**src/bpc_pkg.sv**
```systemverilog
// package for the bank precharge control channel: commands, timing, layouts
// Behaviour
// - precharge closes one bank or all banks
// - all-bank flag first cycle, bank second cycle
// - controller waits tRPab or tRPpb before activate
// - all-bank recovery longer, timed separately
// - read to precharge at least BL/2, tRAS
// - activate same bank only after tRP
// - tRTP counting starts BL/2 minus 8
// - read-to-precharge also covers analog minimum
// - write recovery tWR before precharging bank
// - array writes start at 16-beat boundaries
// - write to precharge WL+BL/2+1+tWR
// - scaling level 0 18ns, 1 34ns
// - device reports scaling level, controller adapts
// - auto-close flag precharges bank after burst
// - auto-close low leaves bank open
// - internal precharge delayed until tRAS met
// - controller waits tRC between activates
// - auto read precharge nRTP or 8+nRTP
// - after auto read wait tRP and tRC
// - auto write precharge tWR after burst
// - after auto write wait tRP and tRC
package bpc_pkg;
	localparam int CLK_PERIOD_PS = 50000;
	localparam int NUM_BANKS = 8;
	localparam int CA_W = 6;
	// command codes on ca[2:0] of the first cycle (block-local encoding)
	typedef enum logic [2:0] {
		BPC_CMD_NOP = 3'h0,
		BPC_CMD_ACT = 3'h1,
		BPC_CMD_PRE = 3'h2,
		BPC_CMD_RD = 3'h3,
		BPC_CMD_WR = 3'h4,
		BPC_CMD_MWR = 3'h5
	} bpc_cmd_t;
	localparam int CMD_LSB = 0;
	localparam int FLAG_POS = 5;
	localparam int BANK_LSB = 0;
	// times in ps as printed, then cycle counts rounded up
	localparam int T_RPAB_PS = 21000;
	localparam int T_RPPB_PS = 18000;
	localparam int T_RAS_PS = 42000;
	localparam int T_RC_PS = 63000;
	localparam int T_RTP_PS = 7500;
	localparam int T_WR0_PS = 18000;
	localparam int T_WR_SCALE_PS = 16000;
	localparam int T_WR1_PS = T_WR0_PS + T_WR_SCALE_PS;
	localparam int N_RPAB = (T_RPAB_PS + CLK_PERIOD_PS - 1) / CLK_PERIOD_PS;
	localparam int N_RPPB = (T_RPPB_PS + CLK_PERIOD_PS - 1) / CLK_PERIOD_PS;
	localparam int N_RAS = (T_RAS_PS + CLK_PERIOD_PS - 1) / CLK_PERIOD_PS;
	localparam int N_RC = (T_RC_PS + CLK_PERIOD_PS - 1) / CLK_PERIOD_PS;
	localparam int N_RTP = (T_RTP_PS + CLK_PERIOD_PS - 1) / CLK_PERIOD_PS;
	localparam int N_WR0 = (T_WR0_PS + CLK_PERIOD_PS - 1) / CLK_PERIOD_PS;
	localparam int N_WR1 = (T_WR1_PS + CLK_PERIOD_PS - 1) / CLK_PERIOD_PS;
	localparam int WL = 6;
	localparam int BL16 = 16;
	localparam int BL32 = 32;
	localparam int BL32_EXTRA = 8;
	localparam int PREFETCH = 16;
	localparam int CNT_W = 8;
	localparam logic [1:0] SCALE_RESET = 2'h0;
	localparam logic [NUM_BANKS-1:0] BANKS_RESET = 8'h00;
	localparam logic [CNT_W-1:0] CNT_ZERO = 8'h00;
endpackage

```
**src/bpc_link_if.sv**
```systemverilog
// command/address link between memory controller and device
`timescale 1ns/10ps
interface bpc_link_if;
	logic cs;
	logic [5:0] ca;
	modport ctrl (output cs, output ca);
	modport dev (input cs, input ca);
endinterface

```
**src/bpc_bank_timer.sv**
```systemverilog
// per-bank delay timer for the device auto-close scheduling
`timescale 1ns/10ps
module bpc_bank_timer (
	// clock and reset
	input wire logic clk,
	input wire logic rst_b,
	input wire logic clk_en,
	// control
	input wire logic activate,
	input wire logic arm,
	input wire logic [bpc_pkg::CNT_W-1:0] delay,
	// status
	output logic fire
);
	import bpc_pkg::*;
	logic [CNT_W-1:0] ras_cnt;
	logic [CNT_W-1:0] dly_cnt;
	logic pending;
	logic [CNT_W-1:0] next_ras_cnt;
	logic [CNT_W-1:0] next_dly_cnt;
	logic next_pending;
	logic next_fire;
	always_comb begin
		next_ras_cnt = ras_cnt;
		next_dly_cnt = dly_cnt;
		next_pending = pending;
		next_fire = 1'b0;
		if (activate) begin
			next_ras_cnt = CNT_W'(N_RAS);
		end else if (ras_cnt != CNT_ZERO) begin
			next_ras_cnt = ras_cnt - 8'h01;
		end
		if (arm) begin
			next_pending = 1'b1;
			next_dly_cnt = delay;
		end else if (pending) begin
			if (dly_cnt != CNT_ZERO) begin
				next_dly_cnt = dly_cnt - 8'h01;
			end else if (ras_cnt <= 8'h01) begin
				next_pending = 1'b0;
				next_fire = 1'b1;
			end
		end
	end
	always_ff @(posedge clk) begin
		if (!rst_b) begin
			ras_cnt <= CNT_ZERO;
			dly_cnt <= CNT_ZERO;
			pending <= 1'b0;
			fire <= 1'b0;
		end else if (clk_en) begin
			ras_cnt <= next_ras_cnt;
			dly_cnt <= next_dly_cnt;
			pending <= next_pending;
			fire <= next_fire;
		end
	end
endmodule

```
**src/bpc_device.sv**
```systemverilog
// device end: bank open state, precharge and auto-close scheduling
`timescale 1ns/10ps
module bpc_device (
	// clock and reset
	input wire logic clk,
	input wire logic rst_b,
	input wire logic clk_en,
	// link
	bpc_link_if.dev link,
	// configuration
	input wire logic bl32_mode,
	input wire logic [1:0] scale_level_in,
	// status
	output logic [bpc_pkg::NUM_BANKS-1:0] bank_open,
	output logic [1:0] scaling_mode_register,
	output logic auto_close_done,
	output logic array_write_start
);
	import bpc_pkg::*;
	typedef enum {BPC_D_FIRST, BPC_D_SECOND} bpc_dstate_t;
	bpc_dstate_t state, next_state;
	logic cs_s1, cs_s2;
	logic [5:0] ca_s1, ca_s2;
	bpc_cmd_t cmd_q, next_cmd_q;
	logic flag_q, next_flag_q;
	logic [NUM_BANKS-1:0] next_bank_open;
	logic [1:0] next_scale;
	logic [NUM_BANKS-1:0] act_vec;
	logic [NUM_BANKS-1:0] arm_vec;
	logic [NUM_BANKS-1:0] fire_vec;
	logic [CNT_W-1:0] arm_delay;
	logic [3:0] beat_cnt, next_beat_cnt;
	logic [5:0] burst_left, next_burst_left;
	logic next_done;
	logic next_aws;
	logic [2:0] bank_sel;
	logic [1:0] scale_s1;
	function automatic logic [NUM_BANKS-1:0] bank_onehot(input logic [2:0] b);
		bank_onehot = 8'h01 << b;
	endfunction
	function automatic logic is_write(input bpc_cmd_t c);
		is_write = (c == BPC_CMD_WR) || (c == BPC_CMD_MWR);
	endfunction
	// levels 2 and 3 are reserved and keep the default recovery
	function automatic logic [CNT_W-1:0] wr_recovery(input logic [1:0] level);
		if (level == 2'h1) begin
			wr_recovery = CNT_W'(N_WR1);
		end else begin
			wr_recovery = CNT_W'(N_WR0);
		end
	endfunction
	// scale level is a pin: the scaling register is its second stage
	always_ff @(posedge clk) begin
		if (!rst_b) begin
			cs_s1 <= 1'b0;
			cs_s2 <= 1'b0;
			ca_s1 <= 6'h00;
			ca_s2 <= 6'h00;
			scale_s1 <= SCALE_RESET;
		end else if (clk_en) begin
			scale_s1 <= scale_level_in;
			cs_s1 <= link.cs;
			cs_s2 <= cs_s1;
			ca_s1 <= link.ca;
			ca_s2 <= ca_s1;
		end
	end
	assign bank_sel = ca_s2[BANK_LSB +: 3];
	// arm delay: read nRTP (+8 at BL32), write WL+BL/2+1+nWR
	always_comb begin
		logic [CNT_W-1:0] wr_n;
		wr_n = wr_recovery(scaling_mode_register);
		if (cmd_q == BPC_CMD_RD) begin
			arm_delay = bl32_mode ? CNT_W'(N_RTP + BL32_EXTRA) : CNT_W'(N_RTP);
		end else begin
			arm_delay = CNT_W'(WL + 1) + wr_n
				+ (bl32_mode ? CNT_W'(BL32 / 2) : CNT_W'(BL16 / 2));
		end
	end
	// command decode: first cycle latched, second cycle acted on
	always_comb begin
		next_state = state;
		next_cmd_q = cmd_q;
		next_flag_q = flag_q;
		case (state)
			BPC_D_FIRST: begin
				if (cs_s2) begin
					next_cmd_q = bpc_cmd_t'(ca_s2[CMD_LSB +: 3]);
					next_flag_q = ca_s2[FLAG_POS];
					next_state = BPC_D_SECOND;
				end
			end
			// the bank cycle always follows the command cycle directly
			BPC_D_SECOND: begin
				next_state = BPC_D_FIRST;
			end
			default: begin
				next_state = BPC_D_FIRST;
			end
		endcase
	end
	always_ff @(posedge clk) begin
		if (!rst_b) begin
			state <= BPC_D_FIRST;
			cmd_q <= BPC_CMD_NOP;
			flag_q <= 1'b0;
		end else if (clk_en) begin
			state <= next_state;
			cmd_q <= next_cmd_q;
			flag_q <= next_flag_q;
		end
	end
	// bank state: an activate in the same cycle as a fire wins
	always_comb begin
		act_vec = BANKS_RESET;
		arm_vec = BANKS_RESET;
		next_bank_open = bank_open & ~fire_vec;
		if (state == BPC_D_SECOND) begin
			case (cmd_q)
				BPC_CMD_ACT: begin
					act_vec = bank_onehot(bank_sel);
					next_bank_open = next_bank_open | bank_onehot(bank_sel);
				end
				BPC_CMD_PRE: begin
					if (flag_q) begin
						next_bank_open = BANKS_RESET;
					end else begin
						next_bank_open = next_bank_open & ~bank_onehot(bank_sel);
					end
				end
				BPC_CMD_RD, BPC_CMD_WR, BPC_CMD_MWR: begin
					if (flag_q) begin
						arm_vec = bank_onehot(bank_sel);
					end
				end
				default: begin
				end
			endcase
		end
	end
	always_ff @(posedge clk) begin
		if (!rst_b) begin
			bank_open <= BANKS_RESET;
		end else if (clk_en) begin
			bank_open <= next_bank_open;
		end
	end
	always_comb begin
		next_burst_left = burst_left;
		next_beat_cnt = beat_cnt;
		next_aws = 1'b0;
		// two beats per clock; a group commits when its last pair lands
		if (burst_left != 6'h00) begin
			next_burst_left = burst_left - 6'h02;
			next_beat_cnt = beat_cnt + 4'h2;
			if (beat_cnt == 4'hE) begin
				next_aws = 1'b1;
			end
		end
		// a new write restarts the count at once, cutting off the rest of the old burst
		if (state == BPC_D_SECOND && is_write(cmd_q)) begin
			next_burst_left = bl32_mode ? 6'(BL32) : 6'(BL16);
			next_beat_cnt = 4'h0;
		end
	end
	always_ff @(posedge clk) begin
		if (!rst_b) begin
			burst_left <= 6'h00;
			beat_cnt <= 4'h0;
			array_write_start <= 1'b0;
		end else if (clk_en) begin
			burst_left <= next_burst_left;
			beat_cnt <= next_beat_cnt;
			array_write_start <= next_aws;
		end
	end
	// status: reported scaling level and auto-close pulse
	always_comb begin
		next_scale = scale_s1;
		next_done = |fire_vec;
	end
	always_ff @(posedge clk) begin
		if (!rst_b) begin
			scaling_mode_register <= SCALE_RESET;
			auto_close_done <= 1'b0;
		end else if (clk_en) begin
			scaling_mode_register <= next_scale;
			auto_close_done <= next_done;
		end
	end
	// one lockout timer per bank, so auto-closes on several banks overlap
	generate
		for (genvar i = 0; i < NUM_BANKS; i++) begin : g_bank
			bpc_bank_timer u_timer (
				.clk(clk),
				.rst_b(rst_b),
				.clk_en(clk_en),
				.activate(act_vec[i]),
				.arm(arm_vec[i]),
				.delay(arm_delay),
				.fire(fire_vec[i])
			);
		end
	endgenerate
endmodule

```
**src/flat_wrapper.sv**
```systemverilog
// flat-port wrapper written by rule: the top's interface ports become plain ports
module bpc_device_flat import bpc_pkg::*;
  (clk, rst_b, clk_en, bl32_mode, scale_level_in, bank_open, scaling_mode_register, auto_close_done, array_write_start, link_cs, link_ca);
  bpc_link_if link_i ();
  input wire logic clk;
  input wire logic rst_b;
  input wire logic clk_en;
  input wire logic bl32_mode;
  input wire logic [1:0] scale_level_in;
  output logic [bpc_pkg::NUM_BANKS-1:0] bank_open;
  output logic [1:0] scaling_mode_register;
  output logic auto_close_done;
  output logic array_write_start;
  input wire logic [$bits(link_i.cs)-1:0] link_cs;
  input wire logic [$bits(link_i.ca)-1:0] link_ca;
  assign link_i.cs = link_cs;
  assign link_i.ca = link_ca;
  bpc_device u_core (.clk(clk), .rst_b(rst_b), .clk_en(clk_en), .link(link_i), .bl32_mode(bl32_mode), .scale_level_in(scale_level_in), .bank_open(bank_open), .scaling_mode_register(scaling_mode_register), .auto_close_done(auto_close_done), .array_write_start(array_write_start));
endmodule
```
**config.mk**
```make
export PLATFORM = sky130hd
export DESIGN_NAME = bpc_device_flat
export DESIGN_NICKNAME = d
export VERILOG_FILES = /design/src/bpc_pkg.sv /design/src/bpc_link_if.sv /design/src/bpc_bank_timer.sv /design/src/bpc_device.sv /design/src/flat_wrapper.sv
export SDC_FILE = /design/constraint.sdc
export NUM_CORES = 1
export LEC_CHECK = 0
export ABC_AREA = 1
export BUFFER_PORTS_ARGS = -buffer_cell sky130_fd_sc_hd__buf_4
export CAP_MARGIN = 20
export CORE_AREA = 3 3 144 285
export DETAILED_ROUTE_END_ITERATION = 16
export DIE_AREA = 0 0 147 288
export HOLD_SLACK_MARGIN = 0.1
export PLACE_DENSITY_LB_ADDON = 0.08
export SYNTH_ARGS = -nofsm -noshare
export SYNTH_HDL_FRONTEND = slang
export SYNTH_SLANG_ARGS = --single-unit
export TNS_END_PERCENT = 100
```
**constraint.sdc**
```tcl
create_clock -name clk -period 2.81 [get_ports clk]
set_input_delay 0.4215 -clock clk [delete_from_list [all_inputs] [get_ports clk]]
set_output_delay 0.4215 -clock clk [all_outputs]
set_load 0.05 [all_outputs]
```
==> run summary, run 1 <==
routed vias = 10086
pins over their slew limit = 0
met3 wire length = 515 um
#FFs+latches synth = 181
row cnt = 102
CTS sink cnt = 181
Post-Place Cells = 2164
syn_nets = 1691
DP HPWL = 23.11 mm
TritonCTS Buffers = 17
Post-Synthesis Cells = 1644
# hold bufs at CTS = 0
Post-Route Setup TNS = 0 ns
Fin. Hold Viols = 0
CP arrival = 2.46 ns
post-route DRC violation count = 0
Mapped Avg Cell Area = 6.347 um^2
max layer used = met4
DP Area = 11230 um^2
antenna-violating nets left = 0
GP Congestion = 0.7875
# IOs = 25
H-tree depth = 4
clk_lat worst skew = 0.46 ns
GRT overflow = 0
pre-CTS setup slack = 0.7111 ns
PortBufs = 22
Main synth FF type = dfxtp_1
Logic pwr share = 39.4%
Worst setup EP type = flop
critical path type = reg -> reg
fin crit share = 75.08%
Core ar. = 39050 um^2
most frequent cells in the layout = 409 x nand2_1, 272 x nor2_1, 186 x inv_1
die height = 288 um
maxcap violations = 0
# diodes = 0
commonest non-fill, non-tap cell in the layout = nand2_1
layout cells sized above 1 = 6.205%
root buf cell = clkbuf_16
post-route cell area = 11850 um^2
Routed WL per cell = 14.50 um
initial antenna violation count = 0
worst path required time = 3.16 ns
RSZ-0062 raised after global routing = no
Leak Pwr = 5.416 nW
initial DRC count = 433
gr usage total = 15.33%
Hold WS = 0.1872 ns
power share of the sequential group = 34.8%
Post-synth ARST share = 0%
Worst Max-Slew Pin Slew = 0.5962 ns
Post-CTS Setup Bufs = 0
clock share of power = 25.8%
Die W = 147 um
critical path peak fanout = 18
Post-Route WL = 31.84 mm
largest net degree at the start of global routing = 39
CP Launch Type = flop
outcome = finished, final reports clean
PD cells = 851.0 nW/um^2
die area = 42340 um^2
Slew HR = 59.84%
CTS max path bufs = 2
vias in the first global route = 10017
CTS tree = done
P_sw = 4.123 mW
EDFF count, synth = 0
Tmin final = 2.110 ns
fillcell total = 4435
post-synthesis instance area = 10430 um^2
Cell Int Power = 5.960 mW
met1 WL = 12.79 mm
Avg Vias per Cell = 4.593
DRT Pass-1 Iters = 5
Clock Pin Slew Worst Setup and Hold Paths = 0.07 ns
Yosys cell types = 36
worst clock skew = 0.01213 ns
Ys Warns = 0
Non-Filler Instances = 2196
first-pass GRT wire length = 51.83 mm
Initial Utilization = 26.72%
Layout Nets = 1710
worst hold-check path type = in -> reg
sw frac = 40.89%
Met2 Routed Length = 17.86 mm
Max Fclk = 474.0 MHz
register area share after synthesis = 34.73%
fin worst setup slack = 0.7002 ns
final-report setup violation count = 0
Area Overhead vs Synth = 13.56%
PostCTS Resize Cnt = 0
peak supply drop = 0.0003398 V
## flip-flops by register name, summed over array words and instances (netlist names)
| name | count |
|---|---|
| u_core.cmd_q | 3 |
| u_core.state | 1 |
| u_core.burst_left | 5 |
| u_core.scaling_mode_register | 2 |
| u_core.flag_q | 1 |
| u_core.cs_s2 | 1 |
| u_core.g_bank.u_timer.dly_cnt | 64 |
| u_core.bank_open | 8 |
| u_core.g_bank.u_timer.ras_cnt | 64 |
| u_core.g_bank.u_timer.fire | 8 |
| u_core.ca_s1 | 4 |
| u_core.array_write_start | 1 |
| u_core.ca_s2 | 4 |
| u_core.g_bank.u_timer.pending | 8 |
| u_core.beat_cnt | 3 |
| u_core.next_scale | 2 |
| u_core.cs_s1 | 1 |
| u_core.auto_close_done | 1 |
## cells by family (layout without fill, tap and decap cells)
| family | after synthesis | after routing | share of synthesized area, % |
|---|---|---|---|
| simple gates | 910 | 910 | 37.22 |
| compound gates | 247 | 247 | 12.00 |
| buf+inv | 232 | 264 | 8.598 |
| flops | 181 | 181 | 34.73 |
| xor+xnor | 39 | 39 | 3.274 |
| fa+ha+maj | 34 | 34 | 4.077 |
| mux | 1 | 1 | 0.09594 |
## path summary, 6_finish.rpt
path | depth (start not counted) | slack (ns) | startpoint | to
max | 7 | 0.70 | u_core.state[0] | u_core.g_bank[3].u_timer.dly_cnt[0]
min | 3 | 0.19 | scale_level_in[1] | u_core.next_scale[1]
max reg2reg | 7 | 0.70 | u_core.state[0] | u_core.g_bank[3].u_timer.dly_cnt[0]
min reg2reg | 2 | 0.47 | u_core.g_bank[5].u_timer.pending | u_core.g_bank[5].u_timer.pending
## worst max-delay path, cell delays in order, from the launching register on
cell and delay, ns:
dfxtp_1 0.48, nand2_1 0.11, inv_2 0.37, nand4_1 0.35, nand2_1 0.39, inv_2 0.11, nor2_1 0.12, nor2_1 0.05
## metal layers
metal / global-route usage, % / vias up
met3: 2.237 / 34
met1: 15.70 / 4654
li1: - / 5318
met4: 5.016 / 0
met5: 0 / -
met2: 31.08 / 80
## cell type report
class / count / area [um^2] / area share, %
Clock buffer: 20 / 466.7 / 3.939
Multi-Input combinational cell: 1231 / 5913 / 49.90
Sequential cell: 181 / 3623 / 30.58
Tap cell: 520 / 650.6 / 5.491
Timing Repair Buffer: 39 / 317.8 / 2.682
Inverter: 193 / 724.4 / 6.114
Clock inverter: 12 / 152.6 / 1.288
## per-stage QoR
step                      total power, mW  utilization [%]
final                               10.08            30.34
after global routing                11.05            30.34
after CTS                           10.26            30.34
after detailed placement            7.580            28.75
after global placement              7.577            28.75
after floorplan                     6.618                -
## Yosys cell counts, types with 10 or more instances
library cell	instances	area share, %
nor3_1	16	0.77
nand2_1	409	15
inv_1	187	6.7
nand3_1	145	7.0
nor2_1	272	9.8
xnor2_1	10	0.84
a21oi_1	143	6.9
xor2_1	29	2.4
dfxtp_1	181	35
nand4_1	33	2.0
ha_1	34	4.1
o21ai_0	94	4.5
clkbuf_1	21	0.76
## power groups by stage
stage                     clock [mW]  sequential [mW]  combinational [mW]
final                           2.60             3.51                3.97
after global routing            2.80             3.58                4.67
after CTS                       2.72             3.51                4.04
after detailed placement           0             3.56                4.02
after global placement             0             3.57                4.01
after floorplan                    0             3.46                3.16
(Power assumes the default switching activity.)
==> run 2: changes to the inputs <==
- clock period: 2.81 -> 2.1 ns (I/O delays scaled with it)
==> run 2 against run 1 <==
Total power rose by 32%. Critical endpoint is now u_core.g_bank[0].u_timer.dly_cnt[6]. Hold slack improved by 0.069 ns. Clock skew fell by 0.0049 ns. Critical path type unchanged. Worst setup slack got worse by 0.49 ns. Utilization rose by 0.58 points. Combinational power rose by 36%. Non-clock buffer count rose by 33. Global-route usage barely moved. Sequential power rose by 34%. Largest power group unchanged. Critical path depth fell by 1. Final cell count rose by 1.5%.
==> run summary, run 2 (synthesized netlist as in run 1, its figures left out) <==
Post-Route WL = 32.05 mm
Slew HR = 59.07%
clock share of power = 24.3%
DP HPWL = 23.91 mm
Max Fclk = 528.4 MHz
Top Registers = u_core.g_bank.u_timer.dly_cnt x64, u_core.g_bank.u_timer.ras_cnt x64
CTS sink cnt = 181
GP Congestion = 0.8213
vias in the first global route = 10251
Logic pwr share = 40.5%
Worst Max-Slew Pin Slew = 0.6127 ns
layout cells sized above 1 = 7.665%
final-report setup violation count = 0
worst clock skew = 0.007198 ns
critical path type = reg -> reg
pins over their slew limit = 0
PD cells = 1105 nW/um^2
Layout Nets = 1743
first-pass GRT wire length = 51.76 mm
clk_lat worst skew = 0.46 ns
post-route DRC violation count = 0
RSZ-0062 raised after global routing = no
CTS tree = done
routed vias = 10243
P_sw = 5.707 mW
worst hold-check path type = in -> reg
maxcap violations = 0
antenna-violating nets left = 0
Post-Place Cells = 2190
peak supply drop = 0.0005318 V
CTS max path bufs = 2
Leak Pwr = 5.552 nW
CP Launch Type = flop
row cnt = 102
Core ar. = 39050 um^2
Clock Pin Slew Worst Setup and Hold Paths = 0.08 ns
Initial Utilization = 26.72%
DRT Pass-1 Iters = 4
sw frac = 42.78%
worst path required time = 2.42 ns
initial DRC count = 316
Avg Vias per Cell = 4.595
Routed WL per cell = 14.38 um
Worst setup EP type = flop
reg-to-reg setup timing slack = 0.21 ns
PortBufs = 22
most frequent cells in the layout = 408 x nand2_1, 272 x nor2_1, 186 x inv_1
die area = 42340 um^2
die height = 288 um
# IOs = 25
gr usage total = 15.29%
root buf cell = clkbuf_16
Non-Filler Instances = 2229
outcome = finished, final reports clean
largest net degree at the start of global routing = 42
# diodes = 0
CP arrival = 2.21 ns
H-tree depth = 4
initial antenna violation count = 0
critical path peak fanout = 7
fin crit share = 90.12%
TritonCTS Buffers = 17
Post-CTS Setup Bufs = 0
Fin. Hold Viols = 0
GRT overflow = 0
power share of the sequential group = 35.2%
Die W = 147 um
commonest non-fill, non-tap cell in the layout = nand2_1
Tmin final = 1.892 ns
Post-Route Setup TNS = 0 ns
Cell Int Power = 7.635 mW
Area Overhead vs Synth = 15.75%
[run 2: cell type report]
| cell class | instances | area (um^2) |
|---|---|---|
| sequential | 181 | 3623 |
| fill | 4428 | 26980 |
| multi-input combinational | 1231 | 5916 |
| inverter | 193 | 724.4 |
| tap | 520 | 650.6 |
| clock buffer | 17 | 425.4 |
| clock inverter | 15 | 141.4 |
| timing repair buffer | 72 | 595.6 |
[run 2: final timing paths]
check	start	to	cells after the start
max	u_core.ca_s2[0]	u_core.g_bank[0].u_timer.dly_cnt[6]	6
min	rst_b	u_core.g_bank[7].u_timer.dly_cnt[7]	3
max reg2reg	u_core.ca_s2[0]	u_core.g_bank[0].u_timer.dly_cnt[6]	6
min reg2reg	u_core.g_bank[5].u_timer.pending	u_core.g_bank[5].u_timer.pending	2
[run 2: repair_timing]
action | CTS | global route
hold buffers | 7 | 0
endpoints found under the setup margin | 0 | 9
endpoints found under the hold margin | 7 | 0
resized for setup | 0 | 3
[run 2: critical path, cell delays in order (launching register included)]
cell and delay, ns:
dfxtp_1 0.38, nor3_2 0.52, nand3_1 0.40, inv_1 0.22, nor2_1 0.09, nand2_1 0.10
a21oi_1 0.06
[run 2: power by group through the flow]
stage	Combinational [mW]	Clock (mW)	Sequential (mW)
6_report	5.41	3.24	4.69
2_1_floorplan	4.22	0	4.63
3_3_place_gp	5.44	0	4.76
4_1_cts	5.50	3.40	4.69
5_1_grt	6.35	3.53	4.78
3_5_place_dp	5.47	0	4.76
[run 2: per-stage QoR]
step | area [um^2] | total power, mW | worst slack, ns | util [%] | hold WS, ns
2_1_floorplan | 10430 | 8.855 | 0.5439 | - | 0.4393
3_3_place_gp | 11440 | 10.20 | 0.1661 | 29.29 | 0.4498
3_5_place_dp | 11440 | 10.23 | 0.1700 | 29.29 | 0.4549
4_1_cts | 12070 | 13.59 | 0.1620 | 30.92 | 0.2359
5_1_grt | 12080 | 14.65 | 0.007014 | 30.92 | 0.2521
6_report | 12080 | 13.34 | 0.2075 | 30.92 | 0.2558
[run 2: per-layer routing]
metal | GRT usage, % | share of wire [%] | vias up
li1 | - | - | 5388
met1 | 15.04 | 39 | 4733
met2 | 31.54 | 57 | 87
met3 | 2.205 | 1.6 | 35
met4 | 5.413 | 2.3 | 0
met5 | 0 | 0 | -
==> run 3: changes to the inputs <==
- CTS_BUF_LIST: default -> sky130_fd_sc_hd__clkbuf_4 sky130_fd_sc_hd__clkbuf_8
==> run 3 against run 2 <==
Clock skew grew 0.0035 ns. First-iteration DRC count grew 5.7%. Sequential share of layout area grew 0.48 points. Hold slack lost 0.058 ns. Final area shrank 1.6%. Highest routed layer unchanged.
==> run summary, run 3 (synthesized netlist as in run 1, its figures left out) <==
outcome = finished, final reports clean
routed vias = 10220
largest net degree at the start of global routing = 42
CP arrival = 2.27 ns
die area = 42340 um^2
H-tree depth = 4
Avg Vias per Cell = 4.583
slowest stage delay, CP = 0.52 ns
Tmin final = 1.892 ns
Post-CTS Setup Bufs = 0
gr usage total = 15.23%
row cnt = 102
initial antenna violation count = 1
PD cells = 1055 nW/um^2
fin crit share = 90.12%
worst path required time = 2.48 ns
DRT Pass-1 Iters = 4
root buf cell = clkbuf_8
maxcap violations = 0
pins over their slew limit = 0
Area Overhead vs Synth = 13.93%
CP Cell Sequence = nor3_2 -> nand3_1 -> inv_1 -> nor2_1 -> nand2_1 -> a21oi_1
most frequent cells in the layout = 408 x nand2_1, 272 x nor2_1, 186 x inv_1
Slowest-stage cell, CP = nor3_2
Routed WL per cell = 14.31 um
fillcell total = 4457
first-pass GRT wire length = 51.69 mm
Crit path max-delay family = simple AND/OR/NAND/NOR gates
CTS max path bufs = 2
vias in the first global route = 10275
Worst Max-Slew Pin Slew = 0.6306 ns
sw frac = 44.72%
worst clock skew = 0.01070 ns
Max Fclk = 528.4 MHz
Cell Int Power = 6.934 mW
Logic pwr share = 43.1%
Worst setup EP type = flop
Hold WS = 0.1974 ns
worst hold-check path type = in -> reg
total power = 12.54 mW
peak supply drop = 0.0004076 V
die height = 288 um
commonest non-fill, non-tap cell in the layout = nand2_1
Initial Utilization = 26.72%
RSZ-0062 raised after global routing = yes
Fin. Hold Viols = 0
Layout Nets = 1743
critical path peak fanout = 7
final core occ = 30.44%
Clock Pin Slew Worst Setup and Hold Paths = 0.11 ns
# IOs = 25
layout cells sized above 1 = 7.665%
Die W = 147 um
GRT overflow = 0
TritonCTS Buffers = 17
Post-Route Setup TNS = 0 ns
CTS sink cnt = 181
antenna-violating nets left = 0
GP Congestion = 0.8213
clock share of power = 19.5%
power share of the sequential group = 37.4%
Leak Pwr = 5.465 nW
DP HPWL = 23.91 mm
post-route DRC violation count = 0
Core ar. = 39050 um^2
worst path bufs/invs = 1
Top Registers = u_core.g_bank.u_timer.dly_cnt x64, u_core.g_bank.u_timer.ras_cnt x64
CP Launch Type = flop
initial DRC count = 334
Post-Route WL = 31.92 mm
final-report setup violation count = 0
critical path type = reg -> reg
clk_lat worst skew = 0.51 ns
Slew HR = 57.88%
P_sw = 5.609 mW
PortBufs = 22
CTS tree = done
run 3: changes by cell type in the layout (fill, tap and decap cells not counted), sizes merged:
cell / delta
diode: +1
run 3: per-layer routing:
metal	share of wire, %	global-route usage, %	up-vias
li1	-	-	5388
met1	39	14.92	4719
met2	58	31.76	83
met3	1.8	2.489	30
met4	1.7	4.480	0
met5	0	0	-
run 3: per-stage QoR:
step	std cells	cell area (um^2)	worst slack, ns
2_1_floorplan	1644	10430	0.5439
3_3_place_gp	2190	11440	0.1661
3_5_place_dp	2190	11440	0.1700
4_1_cts	2229	11880	0.1562
5_1_grt	2230	11890	-0.0007736
6_report	2230	11890	0.2075
run 3: final timing paths:
check | startpoint | end | slack (ns) | cells after the start
setup reg to reg | u_core.ca_s2[0] | u_core.g_bank[0].u_timer.dly_cnt[6] | 0.21 | 6
hold / removal | rst_b | u_core.g_bank[7].u_timer.dly_cnt[7] | 0.20 | 3
hold reg to reg | u_core.g_bank[5].u_timer.pending | u_core.g_bank[5].u_timer.pending | 0.47 | 2
setup / recovery | u_core.ca_s2[0] | u_core.g_bank[0].u_timer.dly_cnt[6] | 0.21 | 6
run 3: cell type report:
cell class | count | area (um^2) | share of cell area (%)
multi-input combinational | 1231 | 5916 | 49.76
inverter | 193 | 724.4 | 6.094
timing repair buffer | 72 | 595.6 | 5.010
clock buffer | 17 | 234.0 | 1.968
tap | 520 | 650.6 | 5.473
clock inverter | 15 | 141.4 | 1.189
antenna | 1 | 2.502 | 0.02105
sequential | 181 | 3623 | 30.48
run 3: timing repair:
item / in CTS / in global routing
hold endpoints to repair: 7 / 0
setup endpoints to repair: 0 / 10
hold buffers: 7 / 0
resized for setup: 0 / 3
run 3: power by group through the flow:
| stage | clock network, mW | logic [mW] | registers [mW] |
|---|---|---|---|
| floorplan | 0 | 4.22 | 4.63 |
| global placement | 0 | 5.44 | 4.76 |
| detailed placement | 0 | 5.47 | 4.76 |
| CTS | 2.61 | 5.50 | 4.69 |
| global route | 2.71 | 6.35 | 4.77 |
| finish | 2.45 | 5.41 | 4.69 |
run 3: worst min-delay path, delay by kind of cell:
kind	cells	cell delay, ns
buf+inv	1	0.21
simple gates	2	0.13
